==> src/rtl/vic_pkg.sv <==
package vic_pkg;

    localparam int          NSRC        = 12;
    localparam int          NEVT        = 3;
    localparam logic [3:0]  SRC_NONE    = 4'hf;

    // Word index of each register, byte address is four times this
    localparam logic [5:0]  IDX_EDGE    = 6'h00;
    localparam logic [5:0]  IDX_CTRL0   = 6'h01;
    localparam logic [5:0]  IDX_CTRL3   = 6'h04;
    localparam logic [5:0]  IDX_EVT_ST  = 6'h05;
    localparam logic [5:0]  IDX_EVT_MSK = 6'h06;
    localparam int          ADDR_LSB    = 2;
    localparam int          ADDR_MSB    = 7;

    localparam int          SEL0_LSB    = 0;
    localparam int          SEL1_LSB    = 2;
    localparam int          SEL_W       = 4;
    localparam int          FLAG_LSB    = 4;
    localparam int          EMI_BIT     = 0;
    localparam logic [7:0]  RST_BYTE    = 8'h00;

    localparam int          EVT_SVC     = 0;
    localparam int          EVT_HOLD    = 1;
    localparam int          EVT_WAKE    = 2;

    localparam logic [1:0]  RESP_OKAY   = 2'b00;
    localparam logic [1:0]  RESP_SLVERR = 2'b10;

    // Source index per slot; slot s is flag bit 4+s and enable bit s
    localparam logic [3:0]  FLAG_MAP [0:3][0:3] = '{
        '{4'h1, 4'h2, 4'h0, 4'hf},
        '{4'h8, 4'h7, 4'h3, 4'h4},
        '{4'h5, 4'h6, 4'h9, 4'ha},
        '{4'hb, 4'hf, 4'hf, 4'hf}};
    localparam logic [3:0]  EN_MAP [0:3][0:3] = '{
        '{4'hf, 4'h1, 4'h2, 4'h0},
        '{4'h8, 4'h7, 4'h3, 4'h4},
        '{4'h5, 4'h6, 4'h9, 4'ha},
        '{4'hb, 4'hf, 4'hf, 4'hf}};

    typedef enum logic [1:0] {
        EDGE_OFF  = 2'b00,
        EDGE_RISE = 2'b01,
        EDGE_FALL = 2'b10,
        EDGE_BOTH = 2'b11
    } vic_edge_e;

    typedef struct packed {
        logic       lowvolt_detect;
        logic       timebase1;
        logic       timebase0;
        logic       adc_done;
        logic       per_timer_a;
        logic       per_timer_p;
        logic       std_timer_a;
        logic       std_timer_p;
        logic       overvolt_protect;
        logic       overcurr_protect;
    } vic_evt_s;

    typedef struct packed {
        logic        awvalid;
        logic [31:0] awaddr;
        logic        wvalid;
        logic [31:0] wdata;
        logic [3:0]  wstrb;
        logic        bready;
        logic        arvalid;
        logic [31:0] araddr;
        logic        rready;
    } vic_axi_req_s;

    typedef struct packed {
        logic        awready;
        logic        wready;
        logic        bvalid;
        logic [1:0]  bresp;
        logic        arready;
        logic        rvalid;
        logic [31:0] rdata;
        logic [1:0]  rresp;
    } vic_axi_rsp_s;

    typedef struct packed {
        logic        meta;
        logic        sync;
        logic        prev;
    } vic_edge_s;

    typedef struct packed {
        logic [SEL_W-1:0] sel;
        logic [NSRC-1:0]  flag;
        logic [NSRC-1:0]  en;
        logic             global_irq_enable;
        logic [NEVT-1:0]  evt_st;
        logic [NEVT-1:0]  evt_msk;
        logic             pend;
        logic [3:0]       idx;
        logic             wake;
        logic             aw_got;
        logic             w_got;
        logic [31:0]      awaddr;
        logic [7:0]       wbyte;
        logic             wen;
        logic             bvalid;
        logic [1:0]       bresp;
        logic             rvalid;
        logic [31:0]      rdata;
        logic [1:0]       rresp;
    } vic_state_s;

endpackage

==> src/rtl/vic_top.sv <==
// Contract
// RULE1 - Pin 1 edge field: off, rise, fall, both
// RULE2 - Pin 0 edge field same, bits 1:0
// RULE3 - Edge bits 7:4 read zero; reset zero
// RULE4 - Control 0 layout: flags, enables, global enable
// RULE5 - Control 1 layout: timer, A/D, pin 1
// RULE6 - Control 2 layout: time bases, periodic timer
// RULE7 - Control 3: low-voltage flag and enable only
// RULE8 - Event sets its flag regardless of enables
// RULE9 - Vector only while source enable set
// RULE10 - Global enable clear suppresses all vectoring
// RULE11 - Two pins plus internal sources, each flagged
// RULE12 - Servicing clears global enable; flags still recorded
// RULE13 - No acknowledge while return stack is full
// RULE14 - Servicing clears that source's flag
// RULE15 - New flag wakes standby; old flag does not
// RULE16 - Simultaneous requests served lowest vector first
// RULE17 - Pins synchronised by two flip-flops
//
// Local design decisions: the AXI4-Lite interface to the registers and the register offsets.
`timescale 1ns/1ps
`default_nettype none
module vic_top
    import vic_pkg::*;
(
    input  wire logic         ref_clk_in,
    input  wire logic         arst_n_in,
    input  wire vic_axi_req_s axi_req_in,
    output vic_axi_rsp_s      axi_rsp_out,
    input  wire logic         ext_irq_pin0_in,
    input  wire logic         ext_irq_pin1_in,
    input  wire vic_evt_s     evt_in,
    input  wire logic         stack_full_in,
    input  wire logic         sleep_in,
    input  wire logic         svc_ack_in,
    output logic              vec_req_out,
    output logic [3:0]        vec_idx_out,
    output logic              wake_out,
    output logic              irq_out
);

    vic_state_s      r_r;
    vic_state_s      r_nxt;
    logic [1:0]      pin_hit;
    logic [NSRC-1:0] set_vec;
    logic            svc;
    logic            aw_hs;
    logic            w_hs;
    logic            ar_hs;

    ////////////////////////////////////////////////////////////////////////
    // Address decode, register read and priority helpers

    function automatic logic addr_ok(input logic [31:0] a);
        logic [5:0] i;
        i = a[ADDR_MSB:ADDR_LSB];
        addr_ok = (a[31:ADDR_MSB+1] == '0) && (i <= IDX_EVT_MSK);
    endfunction

    function automatic logic [5:0] addr_idx(input logic [31:0] a);
        addr_idx = a[ADDR_MSB:ADDR_LSB];
    endfunction

    function automatic logic [7:0] ctrl_rd(
        input logic [1:0]      c,
        input logic [NSRC-1:0] fl,
        input logic [NSRC-1:0] en,
        input logic            global_irq_enable
    );
        logic [7:0] b;
        logic [3:0] fm;
        logic [3:0] em;
        b = RST_BYTE;
        for (int s = 0; s < 4; s++)
        begin
            fm = FLAG_MAP[c][s];
            em = EN_MAP[c][s];
            if (fm != SRC_NONE)
                b[FLAG_LSB+s] = fl[fm]; // RULE4 RULE5 RULE6 RULE7
            if (em != SRC_NONE)
                b[s] = en[em];
        end
        if (c == 2'd0)
            b[EMI_BIT] = global_irq_enable; // RULE4
        ctrl_rd = b;
    endfunction

    function automatic logic [31:0] reg_rd(
        input logic [5:0] i,
        input vic_state_s st
    );
        logic [31:0] d;
        d = '0;
        if (i == IDX_EDGE)
            d[SEL_W-1:0] = st.sel; // RULE3
        else if (i <= IDX_CTRL3)
            d[7:0] = ctrl_rd(2'(i - IDX_CTRL0), st.flag, st.en, st.global_irq_enable);
        else if (i == IDX_EVT_ST)
            d[NEVT-1:0] = st.evt_st;
        else
            d[NEVT-1:0] = st.evt_msk;
        reg_rd = d;
    endfunction

    function automatic logic [3:0] prio(input logic [NSRC-1:0] v);
        prio = '0;
        for (int k = NSRC - 1; k >= 0; k--)
        begin
            if (v[k])
                prio = 4'(k); // RULE16
        end
    endfunction

    ////////////////////////////////////////////////////////////////////////
    // External pin edge detection

    vic_edge_det u_pin0 (
        .ref_clk_in (ref_clk_in),
        .arst_n_in  (arst_n_in),
        .pin_in     (ext_irq_pin0_in),
        .sel_in     (r_r.sel[SEL0_LSB+:2]), // RULE2
        .hit_out    (pin_hit[0])
    );

    vic_edge_det u_pin1 (
        .ref_clk_in (ref_clk_in),
        .arst_n_in  (arst_n_in),
        .pin_in     (ext_irq_pin1_in),
        .sel_in     (r_r.sel[SEL1_LSB+:2]), // RULE1
        .hit_out    (pin_hit[1])
    );

    // Source index order is the vector order
    assign set_vec = {evt_in.lowvolt_detect,
                      evt_in.timebase1,
                      evt_in.timebase0,
                      pin_hit[1],
                      evt_in.adc_done,
                      evt_in.per_timer_a,
                      evt_in.per_timer_p,
                      evt_in.std_timer_a,
                      evt_in.std_timer_p,
                      evt_in.overvolt_protect,
                      evt_in.overcurr_protect,
                      pin_hit[0]}; // RULE11

    ////////////////////////////////////////////////////////////////////////
    // CPU request side

    assign vec_req_out = r_r.pend & r_r.global_irq_enable & ~stack_full_in; // RULE10 RULE13
    assign vec_idx_out = r_r.idx;
    assign svc         = svc_ack_in & vec_req_out;
    assign wake_out    = r_r.wake;
    assign irq_out     = |(r_r.evt_st & r_r.evt_msk);

    ////////////////////////////////////////////////////////////////////////
    // Bus handshakes

    assign axi_rsp_out.awready = ~r_r.aw_got & ~r_r.bvalid;
    assign axi_rsp_out.wready  = ~r_r.w_got & ~r_r.bvalid;
    assign axi_rsp_out.bvalid  = r_r.bvalid;
    assign axi_rsp_out.bresp   = r_r.bresp;
    assign axi_rsp_out.arready = ~r_r.rvalid;
    assign axi_rsp_out.rvalid  = r_r.rvalid;
    assign axi_rsp_out.rdata   = r_r.rdata;
    assign axi_rsp_out.rresp   = r_r.rresp;

    assign aw_hs = axi_req_in.awvalid & axi_rsp_out.awready;
    assign w_hs  = axi_req_in.wvalid & axi_rsp_out.wready;
    assign ar_hs = axi_req_in.arvalid & axi_rsp_out.arready;

    ////////////////////////////////////////////////////////////////////////
    // Next state

    always_comb
    begin
        logic [5:0]      wi;
        logic [1:0]      c;
        logic [3:0]      fm;
        logic [3:0]      em;
        logic [NSRC-1:0] fl_old;
        logic [NEVT-1:0] evt_set;
        wi      = addr_idx(r_r.awaddr);
        c       = 2'(wi - IDX_CTRL0);
        fm      = SRC_NONE;
        em      = SRC_NONE;
        fl_old  = r_r.flag;
        evt_set = '0;
        r_nxt   = r_r;

        // Write channel capture, either order
        if (aw_hs)
        begin
            r_nxt.aw_got = 1'b1;
            r_nxt.awaddr = axi_req_in.awaddr;
        end
        if (w_hs)
        begin
            r_nxt.w_got = 1'b1;
            r_nxt.wbyte = axi_req_in.wdata[7:0];
            r_nxt.wen   = axi_req_in.wstrb[0];
        end
        if (r_r.bvalid && axi_req_in.bready)
            r_nxt.bvalid = 1'b0;

        // Servicing the current vector
        if (svc)
        begin
            r_nxt.flag[r_r.idx] = 1'b0; // RULE14
            r_nxt.global_irq_enable           = 1'b0; // RULE12
        end

        // Register write once address and data are both held
        if (r_r.aw_got && r_r.w_got)
        begin
            r_nxt.aw_got = 1'b0;
            r_nxt.w_got  = 1'b0;
            r_nxt.bvalid = 1'b1;
            r_nxt.bresp  = addr_ok(r_r.awaddr) ? RESP_OKAY : RESP_SLVERR;
            if (addr_ok(r_r.awaddr) && r_r.wen)
            begin
                if (wi == IDX_EDGE)
                    r_nxt.sel = r_r.wbyte[SEL_W-1:0]; // RULE3
                else if (wi <= IDX_CTRL3)
                begin
                    for (int s = 0; s < 4; s++)
                    begin
                        fm = FLAG_MAP[c][s];
                        em = EN_MAP[c][s];
                        if (fm != SRC_NONE)
                            r_nxt.flag[fm] = r_r.wbyte[FLAG_LSB+s];
                        if (em != SRC_NONE)
                            r_nxt.en[em] = r_r.wbyte[s]; // RULE5 RULE6
                    end
                    if (c == 2'd0)
                        r_nxt.global_irq_enable = r_r.wbyte[EMI_BIT]; // RULE4
                end
                else if (wi == IDX_EVT_ST)
                    r_nxt.evt_st = r_r.evt_st & ~r_r.wbyte[NEVT-1:0];
                else
                    r_nxt.evt_msk = r_r.wbyte[NEVT-1:0];
            end
        end

        // Hardware events win over any clear in the same cycle
        r_nxt.flag = r_nxt.flag | set_vec; // RULE8

        // Wake only on a flag newly set during standby
        r_nxt.wake = sleep_in & (|(r_nxt.flag & ~fl_old)); // RULE15

        // Pending request and its vector, lowest index first
        r_nxt.pend = |(r_r.flag & r_r.en); // RULE9
        r_nxt.idx  = prio(r_r.flag & r_r.en); // RULE16

        // Block status events
        evt_set[EVT_SVC]  = svc;
        evt_set[EVT_HOLD] = r_r.pend & r_r.global_irq_enable & stack_full_in; // RULE13
        evt_set[EVT_WAKE] = r_nxt.wake;
        r_nxt.evt_st      = r_nxt.evt_st | evt_set;

        // Read channel
        if (r_r.rvalid && axi_req_in.rready)
            r_nxt.rvalid = 1'b0;
        if (ar_hs)
        begin
            r_nxt.rvalid = 1'b1;
            if (addr_ok(axi_req_in.araddr))
            begin
                r_nxt.rdata = reg_rd(addr_idx(axi_req_in.araddr), r_r);
                r_nxt.rresp = RESP_OKAY;
            end
            else
            begin
                r_nxt.rdata = '0;
                r_nxt.rresp = RESP_SLVERR;
            end
        end
    end

    ////////////////////////////////////////////////////////////////////////
    // State register

    always_ff @(posedge ref_clk_in or negedge arst_n_in)
    begin
        if (!arst_n_in)
            r_r <= '0; // RULE3 RULE4 RULE5 RULE6 RULE7
        else
            r_r <= r_nxt;
    end

endmodule
`default_nettype wire

==> src/rtl/vic_edge_det.sv <==
`timescale 1ns/1ps
`default_nettype none
module vic_edge_det
    import vic_pkg::*;
(
    input  wire logic       ref_clk_in,
    input  wire logic       arst_n_in,
    input  wire logic       pin_in,
    input  wire logic [1:0] sel_in,
    output logic            hit_out
);

    vic_edge_s r_r;
    vic_edge_s r_nxt;
    logic      rise;
    logic      fall;

    ////////////////////////////////////////////////////////////////////////
    // Two-stage synchroniser, then edge compare on the second stage
    always_comb
    begin
        r_nxt      = r_r;
        r_nxt.meta = pin_in; // RULE17
        r_nxt.sync = r_r.meta; // RULE17
        r_nxt.prev = r_r.sync;
    end

    always_ff @(posedge ref_clk_in or negedge arst_n_in)
    begin
        if (!arst_n_in)
            r_r <= '0;
        else
            r_r <= r_nxt;
    end

    assign rise = r_r.sync & ~r_r.prev;
    assign fall = ~r_r.sync & r_r.prev;

    always_comb
    begin
        unique case (vic_edge_e'(sel_in))
            EDGE_OFF:  hit_out = 1'b0; // RULE1 RULE2
            EDGE_RISE: hit_out = rise;
            EDGE_FALL: hit_out = fall;
            EDGE_BOTH: hit_out = rise | fall;
        endcase
    end

endmodule
`default_nettype wire

==> config.mk <==
export PLATFORM = sky130hd
export DESIGN_NAME = vic_top
export DESIGN_NICKNAME = d
export VERILOG_FILES = /design/src/rtl/vic_pkg.sv /design/src/rtl/vic_top.sv /design/src/rtl/vic_edge_det.sv
export SDC_FILE = /design/constraint.sdc
export NUM_CORES = 1
export LEC_CHECK = 0
export BUFFER_PORTS_ARGS = -buffer_cell sky130_fd_sc_hd__buf_4
export CAP_MARGIN = 25
export CORE_AREA = 3 3 143 145
export DETAILED_ROUTE_END_ITERATION = 16
export DIE_AREA = 0 0 146 148
export PLACE_DENSITY = 0.65
export SLEW_MARGIN = 20
export SYNTH_ARGS = -nofsm -noshare
export SYNTH_HDL_FRONTEND = slang
export SYNTH_SLANG_ARGS = --single-unit
==> constraint.sdc <==
create_clock -name ref_clk_in -period 2.8 [get_ports ref_clk_in]
set_input_delay 0.42 -clock ref_clk_in [delete_from_list [all_inputs] [get_ports ref_clk_in]]
set_output_delay 0.42 -clock ref_clk_in [all_outputs]
set_load 0.005 [all_outputs]
==> impl_metrics.yaml, run 1 <==
global_routing:
  grt_pass1_vias: 5938
  grt_busiest_layer: "met2"
  grt_max_degree: 45
  use_met2: 0.291
  globalRouteOverflowTotal: 0
  use_met1: 0.236
  grt_usage: 0.180
  antenna_found_initial: 0
  met3_usage: 0.0469
  grt_first_pass_wirelength_um: 31300
logic_synthesis:
  ys_seq_area_frac: 0.375
  synthTopCellsByCount: "100 x dfrtp_1, 79 x nand2_1, 52 x a21oi_1"
  synth_edf_count: 0
  yosysTopAreaCellShare: 0.375
  netlist_instances: 725
  synth_most_common_cell: "dfrtp_1"
  synth_area_leaders: "dfrtp_1 37%, mux2_2 6.7%, buf_4 4.8%"
  syn_area_per_cell_um2: 9.21
  synth-main-ff-cell: "dfrtp_1"
  synth_area_leader_cell: "dfrtp_1"
  yosys_warnings: 0
  synth_seq_cells: 100
  async_flop_share: 1.00
  syn-cell-area_um2: 6680
  ys_types: 74
critical_path:
  critPathBufInv: 2
  r2r_start: "r_r[49]$_DFFE_PN0P_"
  cpLargestDelayFamily: "compound AO/OA/AOI/OAI gates"
  worst_path_largest_cell_delay_ps: 550
  crit_type: "reg2reg"
  end_kind: "flop"
  cp-start-kind: "flop"
  worstPathRequired_ps: 3030
  cp.arrival_ps: 2850
  startpoint: "r_r[49]$_DFFE_PN0P_"
  cpMaxStageDelayCell: "or4bb_1"
  crit_path_frequent_cell: "o221ai_1"
  path_cells: "inv_1, ha_2, buf_4, or4bb_1, o21bai_1, o211ai_1, a221oi_2, o221ai_1, o21ba_1, o221ai_1"
  crit_fanout: 8
sta:
  fmax_mhz: 382
  setup_viol_count_final: 0
  rsz0062_at_grt: "false"
  finalWorstSetupSlack_ps: 184
  clock_skew_ps: 12.4
  setup_tns_ps: 0
  maxSlewHeadroom: 0.602
  hold_violations: 0
  drv_slew: 0
  min_period_ps: 2620
  post-route-period-util: 0.934
  tightestPinTransition_ps: 597
pwr:
  p_sw_frac: 0.377
  intPower_mw: 3.80
  ir_worst_vdd_mv: 0.509
  p_per_area_nw_per_um2: 746
  total_power_mw: 6.09
  p_switching_mw: 2.29
  clockPowerShare: 0.222
  leakagePower_nw: 3.62
  combPwrFrac: 0.431
  seqPwrFrac: 0.347
route:
  vias: 5991
  drt-total-wl_um: 19600
  drt_iter0_markers: 423
  ant_nets: 0
  via_per_inst: 5.42
  firstDrtPassIters: 5
  routedWlPerCell_um: 17.7
  drc_errors: 0
clock_network:
  clock_latency_ps: 360
  ctsHoldBuffers: 0
  cts.sinks: 100
  cts_buffers: 9
  htreeDepth: 3
  clockBufferDepth: 2
  post-cts-setup-buffers: 0
  root_buffer: "clkbuf_16"
  cts-resized-gates: 0
  clk_pin_slew_ps: 70
  cts_tree: "yes"
placed_design:
  hpwl_um: 15100
  io_buffers: 112
  pre_cts_ws_ps: 133
  gp_congestion: 0.898
status:
  status: "finished clean"
flow_run:
  maxCapViolations: 0
final_layout:
  fillers: 1936
  area_growth_pct: 22.3
  antennaDiodeCount: 0
  layout-drive-gt1-share: 0.290
  nets: 978
die:
  fp.dieArea_um2: 21600
  die_width_um: 146
  core_um2: 19300
  ios: 170
  die_y_um: 148
  initial_core_util: 0.345
  rows: 51
worst_hold_path:
  hp-class: "in2async"
-- through the flow --
step	utilization	area (µm²)	hold WS, ps	std cells
floorplan	-	6770	124	750
global placement	0.405	7830	334	1091
detailed placement	0.405	7830	339	1091
CTS	0.421	8150	90.8	1106
global route	0.422	8170	109	1106
finish	0.422	8170	66.9	1106
-- area by class of cell --
class,count,area (µm²),area share
Clock inverter,4,73.8,0.00904
Multi-Input combinational cell,531,3660,0.448
Inverter,31,116,0.0142
Clock buffer,11,243,0.0297
Sequential cell,100,2500,0.306
Timing Repair Buffer,164,1240,0.152
Tap cell,265,332,0.0406
-- state kept, by name, indices dropped and copies added, names as in the netlist --
name,flops
u_pin0.r_r,1
axi_rsp_out,12
r_r,77
u_pin1.r_r,1
vec_idx_out,4
u_pin1.r_nxt,2
wake_out,1
u_pin0.r_nxt,2
-- worst paths after layout --
check | to | slack [ps] | cells past startpoint
min in group ref_clk_in | u_pin0.r_nxt[1]$_DFF_PN0_ | 170 | 1
max | r_r[92]$_DFF_PN0_ | 180 | 10
min reg2reg | u_pin0.r_nxt[0]$_DFF_PN0_ | 340 | 0
min | r_r[63]$_DFFE_PN0P_ | 70 | 1
max in group asynchronous | r_r[60]$_DFFE_PN0P_ | 2060 | 2
max reg2reg | r_r[92]$_DFF_PN0_ | 180 | 10
-- power by group through the flow --
| stage | Combinational, mW | Sequential (mW) | Clock [mW] |
|---|---|---|---|
| after detailed placement | 2.57 | 2.14 | 0 |
| after global routing | 2.88 | 2.17 | 1.44 |
| final | 2.62 | 2.11 | 1.35 |
| after global placement | 2.55 | 2.13 | 0 |
| after CTS | 2.58 | 2.11 | 1.39 |
| after floorplan | 1.78 | 1.93 | 0 |
-- layer usage --
layer  wire [µm]  up-vias  part of all wire
met5           0        -                 0
met4         373        0             0.019
li1            -     2800                 -
met1        8410     2882              0.43
met2        9050      276              0.46
met3        1730       33             0.088
-- logic make-up (layout without fill, tap and decap cells) --
family | Yosys count | in the layout | share of synthesized area
and+or+nand+nor | 228 | 228 | 0.177
AOI/OAI and AO/OA | 185 | 185 | 0.181
buffers and inverters | 119 | 210 | 0.0953
DFF | 100 | 100 | 0.375
muxes | 73 | 73 | 0.136
adders and majority gates | 19 | 19 | 0.0356
other | 1 | 26 | 0.000561
-- placed cells by master, fill, tap and decap left out, types with 16 or more instances in the layout --
master | Yosys | routed
conb_1 | 1 | 26
mux2i_1 | 23 | 23
mux2_2 | 40 | 40
o21ai_0 | 42 | 42
nor2b_1 | 17 | 16
dfrtp_1 | 100 | 100
nor2_1 | 33 | 33
a21oi_1 | 52 | 52
nand2_1 | 79 | 79
inv_1 | 31 | 31
buf_4 | 43 | 163
(Power assumes the default switching activity.)
==> run 2, diff against run 1 <==
Settings changed: SETUP_SLACK_MARGIN set to 0.4.
==> impl_metrics.yaml, run 2 (synthesis gave the netlist of run 1 again) <==
status:
  status: "finished clean"
global_routing:
  antenna_found_initial: 0
  grt_max_degree: 59
  grt_first_pass_wirelength_um: 30800
  grt_usage: 0.179
  grt_pass1_vias: 5704
  globalRouteOverflowTotal: 0
route:
  drt-total-wl_um: 20000
  firstDrtPassIters: 5
  via_per_inst: 5.40
  drc_errors: 0
  vias: 6056
  ant_nets: 0
  drt_iter0_markers: 390
  routedWlPerCell_um: 17.8
sta:
  min_period_ps: 2380
  post-route-period-util: 0.851
  setup_tns_ps: 0
  tightestPinTransition_ps: 622
  rsz0062_at_grt: "true"
  fmax_mhz: 420
  maxSlewHeadroom: 0.585
  drv_slew: 0
  hold_violations: 0
  clock_skew_ps: 9.47
  setup_viol_count_final: 0
final_layout:
  final_common_cell: "buf_4"
  top_register: "r_r"
  fin_area_um2: 8530
  largest_register_ffs: 77
  nets: 993
  layout-drive-gt1-share: 0.341
  antennaDiodeCount: 0
  final_cell_mix: "168 x buf_4, 99 x dfrtp_1, 79 x nand2_1"
  layoutNonFillerInstCount: 1122
  fillers: 1868
  area_growth_pct: 27.8
critical_path:
  path_cells: "clkinv_4, ha_4, or4bb_4, o21bai_1, o211ai_1, a221oi_2, o221ai_1, o21ba_4, o221ai_2"
  worst_path_largest_cell_delay_ps: 490
  end_kind: "flop"
  cpMaxStageDelayCell: "or4bb_4"
  cpLargestDelayFamily: "compound AO/OA/AOI/OAI gates"
  critPathBufInv: 1
  reg2reg_depth: 9
  cp_num_cells: 9
  worstPathRequired_ps: 3040
  crit_fanout: 7
  crit_type: "reg2reg"
  cp-start-kind: "flop"
  cp.arrival_ps: 2620
die:
  core_um2: 19300
  ios: 170
  fp.dieArea_um2: 21600
  die_y_um: 148
  initial_core_util: 0.345
  die_width_um: 146
  rows: 51
placed_design:
  gp_congestion: 0.924
  placedCellCount: 1086
  hpwl_um: 14800
  io_buffers: 112
  place_area_um2: 7810
clock_network:
  htreeDepth: 3
  clk_pin_slew_ps: 70
  clock_latency_ps: 360
  cts_tree: "yes"
  cts_buffers: 9
  clockBufferDepth: 2
  root_buffer: "clkbuf_16"
  cts.sinks: 100
  ctsHoldBuffers: 0
pwr:
  leakagePower_nw: 3.73
  p_per_area_nw_per_um2: 763
  ir_worst_vdd_mv: 0.627
worst_hold_path:
  hp-class: "in2async"
flow_run:
  maxCapViolations: 0
-- run 2: per-layer routing --
metal | share of wire | wire length (µm) | vias up | global-route usage
li1 | - | - | 2839 | -
met1 | 0.42 | 8390 | 2855 | 0.239
met2 | 0.46 | 9160 | 325 | 0.287
met3 | 0.10 | 2000 | 37 | 0.0478
met4 | 0.021 | 410 | 0 | 0.0503
met5 | 0 | 0 | - | 0
-- run 2: stage by stage --
stage	setup slack, ps	util	hold slack [ps]	power (mW)
2_1_floorplan	412	-	124	3.73
3_3_place_gp	176	0.404	332	4.65
3_5_place_dp	171	0.404	337	4.69
4_1_cts	375	0.423	72.8	6.09
5_1_grt	315	0.441	94.8	6.90
6_report	417	0.441	52.6	6.51
-- run 2: worst paths after layout --
kind	startpoint	endpoint	slack [ps]
max	r_r[49]$_DFFE_PN0P_	r_r[92]$_DFF_PN0_	420
min	arst_n_in	r_r[63]$_DFFE_PN0P_	50
max reg2reg	r_r[49]$_DFFE_PN0P_	r_r[92]$_DFF_PN0_	420
min reg2reg	u_pin0.r_nxt[1]$_DFF_PN0_	u_pin0.r_nxt[0]$_DFF_PN0_	340
max in group asynchronous	arst_n_in	r_r[117]$_DFF_PN0_	2040
min in group ref_clk_in	ext_irq_pin1_in	u_pin1.r_nxt[1]$_DFF_PN0_	170
-- run 2: what timing repair did --
| action | 4_1_cts | 5_1_grt |
|---|---|---|
| resized for setup | 16 | 46 |
| buffers inserted | 2 | 16 |
| setup endpoints to repair | 3 | 9 |
| pin swaps | 2 | 19 |
| gates cloned | 0 | 2 |
| hold endpoints to repair | 0 | 0 |
-- run 2: power breakdown --
part | switching, mW | leakage [nW] | internal (mW)
clock network | 0.556 | 0.153 | 0.717
logic | 1.57 | 2.36 | 1.52
registers | 0.386 | 1.21 | 1.76
total | 2.51 | 3.73 | 4.00
-- run 2: area by class of cell --
class	count	area, µm²	area share
Tap cell	265	332	0.0389
Timing Repair Buffer	178	1390	0.163
Multi-Input combinational cell	532	3880	0.455
Clock inverter	6	62.6	0.00733
Inverter	31	124	0.0145
Sequential cell	100	2500	0.293
Clock buffer	10	239	0.0280
==> run 3, diff against run 2 <==
Settings changed: PLACE_DENSITY 0.65 to not set.
==> impl_metrics.yaml, run 3 (synthesis gave the netlist of run 1 again) <==
route:
  ant_nets: 0
  drt_iter0_markers: 483
  vias: 6014
  drc_errors: 0
  routedWlPerCell_um: 17.8
  via_per_inst: 5.42
  drt-total-wl_um: 19700
  firstDrtPassIters: 5
sta:
  clock_skew_ps: 6.96
  maxSlewHeadroom: 0.617
  min_period_ps: 2410
  hold_violations: 0
  setup_tns_ps: 0
  fmax_mhz: 414
  setup_viol_count_final: 0
  rsz0062_at_grt: "true"
  finalWorstSetupSlack_ps: 386
  drv_slew: 0
  post-route-period-util: 0.862
  tightestPinTransition_ps: 575
final_layout:
  fillers: 1933
  top_register: "r_r"
  final_cell_mix: "159 x buf_4, 99 x dfrtp_1, 79 x nand2_1"
  area_growth_pct: 25.2
  layout-drive-gt1-share: 0.318
  antennaDiodeCount: 0
  multi_input_area_um2: 3800
  final_common_cell: "buf_4"
  largest_register_ffs: 77
  nets: 981
  seq_area_um2: 2500
clock_network:
  clock_latency_ps: 350
  root_buffer: "clkbuf_16"
  clockBufferDepth: 2
  cts_tree: "yes"
  clk_pin_slew_ps: 70
  htreeDepth: 3
  cts.sinks: 100
  cts_buffers: 9
placed_design:
  io_buffers: 112
  gp_congestion: 0.894
  pre_cts_ws_ps: 136
  hpwl_um: 14900
critical_path:
  worstPathRequired_ps: 3030
  worst_path_largest_cell_delay_ps: 410
  end_kind: "flop"
  crit_type: "reg2reg"
  cpMaxStageDelayCell: "dfrtp_2"
  cp-start-kind: "flop"
  cp.arrival_ps: 2640
  crit_fanout: 6
  path_cells: "buf_6, ha_1, nand2b_1, o22ai_2, and2_4, mux2i_2, nor4_1, nor3_1, buf_4, o221ai_2"
flow_run:
  maxCapViolations: 0
die:
  fp.dieArea_um2: 21600
  initial_core_util: 0.345
  core_um2: 19300
  die_width_um: 146
  die_y_um: 148
  ios: 170
  rows: 51
pwr:
  p_per_area_nw_per_um2: 761
  seqPwrFrac: 0.335
  p_sw_frac: 0.391
  clockPowerShare: 0.205
  ir_worst_vdd_mv: 0.570
  combPwrFrac: 0.460
  leakagePower_nw: 3.66
  total_power_mw: 6.37
  intPower_mw: 3.88
  p_switching_mw: 2.49
global_routing:
  antenna_found_initial: 0
  grt_first_pass_wirelength_um: 31100
  grt_max_degree: 66
  globalRouteOverflowTotal: 0
  grt_pass1_vias: 5801
  grt_usage: 0.179
status:
  status: "finished clean"
worst_hold_path:
  hp-class: "in2async"
==> run 3: cell type report <==
type | instances | share of cell area
Timing Repair Buffer | 166 | 0.156
Multi-Input combinational cell | 532 | 0.454
Clock buffer | 9 | 0.0269
Tap cell | 265 | 0.0396
Sequential cell | 100 | 0.299
Clock inverter | 7 | 0.00972
Inverter | 31 | 0.0148
==> run 3: final timing paths <==
path,from,endpoint,slack [ps],cells after the start
worst min-delay path,arst_n_in,r_r[108]$_DFF_PN0_,10,1
max in group asynchronous,arst_n_in,r_r[54]$_DFFE_PN0P_,2070,2
min in group ref_clk_in,ext_irq_pin1_in,u_pin1.r_nxt[1]$_DFF_PN0_,170,1
worst max-delay path,r_r[49]$_DFFE_PN0P_,r_r[92]$_DFF_PN0_,390,10
worst min register to register,u_pin0.r_nxt[1]$_DFF_PN0_,u_pin0.r_nxt[0]$_DFF_PN0_,350,0
worst max register to register,r_r[49]$_DFFE_PN0P_,r_r[92]$_DFF_PN0_,390,10
==> run 3: metal layers <==
metal,up-vias,share of wire,track usage,routed length (µm)
met5,-,0,0,0
met4,0,0.018,0.0494,356
met3,24,0.086,0.0494,1700
met2,279,0.46,0.284,9070
met1,2902,0.44,0.241,8610
li1,2809,-,-,-
==> run 3: per-stage QoR <==
| step | instance area, µm² | hold WS (ps) | cells | utilization |
|---|---|---|---|---|
| after floorplan | 6780 | 124 | 750 | - |
| after global placement | 7790 | 334 | 1085 | 0.403 |
| after detailed placement | 7790 | 335 | 1085 | 0.403 |
| after CTS | 8230 | 31.8 | 1104 | 0.425 |
| after global routing | 8360 | 47.6 | 1110 | 0.433 |
| final | 8360 | 14.8 | 1110 | 0.433 |
==> run 3: timing repair <==
action / CTS / global route
gates cloned: 0 / 1
setup endpoints to repair: 6 / 12
gates resized for setup: 22 / 23
buffers inserted: 3 / 5
hold endpoints to repair: 0 / 0
pin swaps: 3 / 9
hold buffers: 0 / 0
==> run 3: power groups by stage <==
stage          clock network, mW  registers, mW  logic (mW)
6_report                    1.31           2.13        2.93
5_1_grt                     1.41           2.19        3.17
4_1_cts                     1.34           2.12        2.69
3_5_place_dp                   0           2.14        2.53
3_3_place_gp                   0           2.14        2.51
2_1_floorplan                  0           1.94        1.79
==> run 3: worst max-delay path: cells and delay by family, from the launching register on <==
| kind | cells | cell delay (ps) |
|---|---|---|
| AND/OR/NAND/NOR | 4 | 630 |
| flip-flops | 1 | 410 |
| adder cells (fa/ha/maj) | 1 | 360 |
| buffers and inverters | 2 | 320 |
| AO/OA/AOI/OAI | 2 | 290 |
| multiplexers | 1 | 280 |
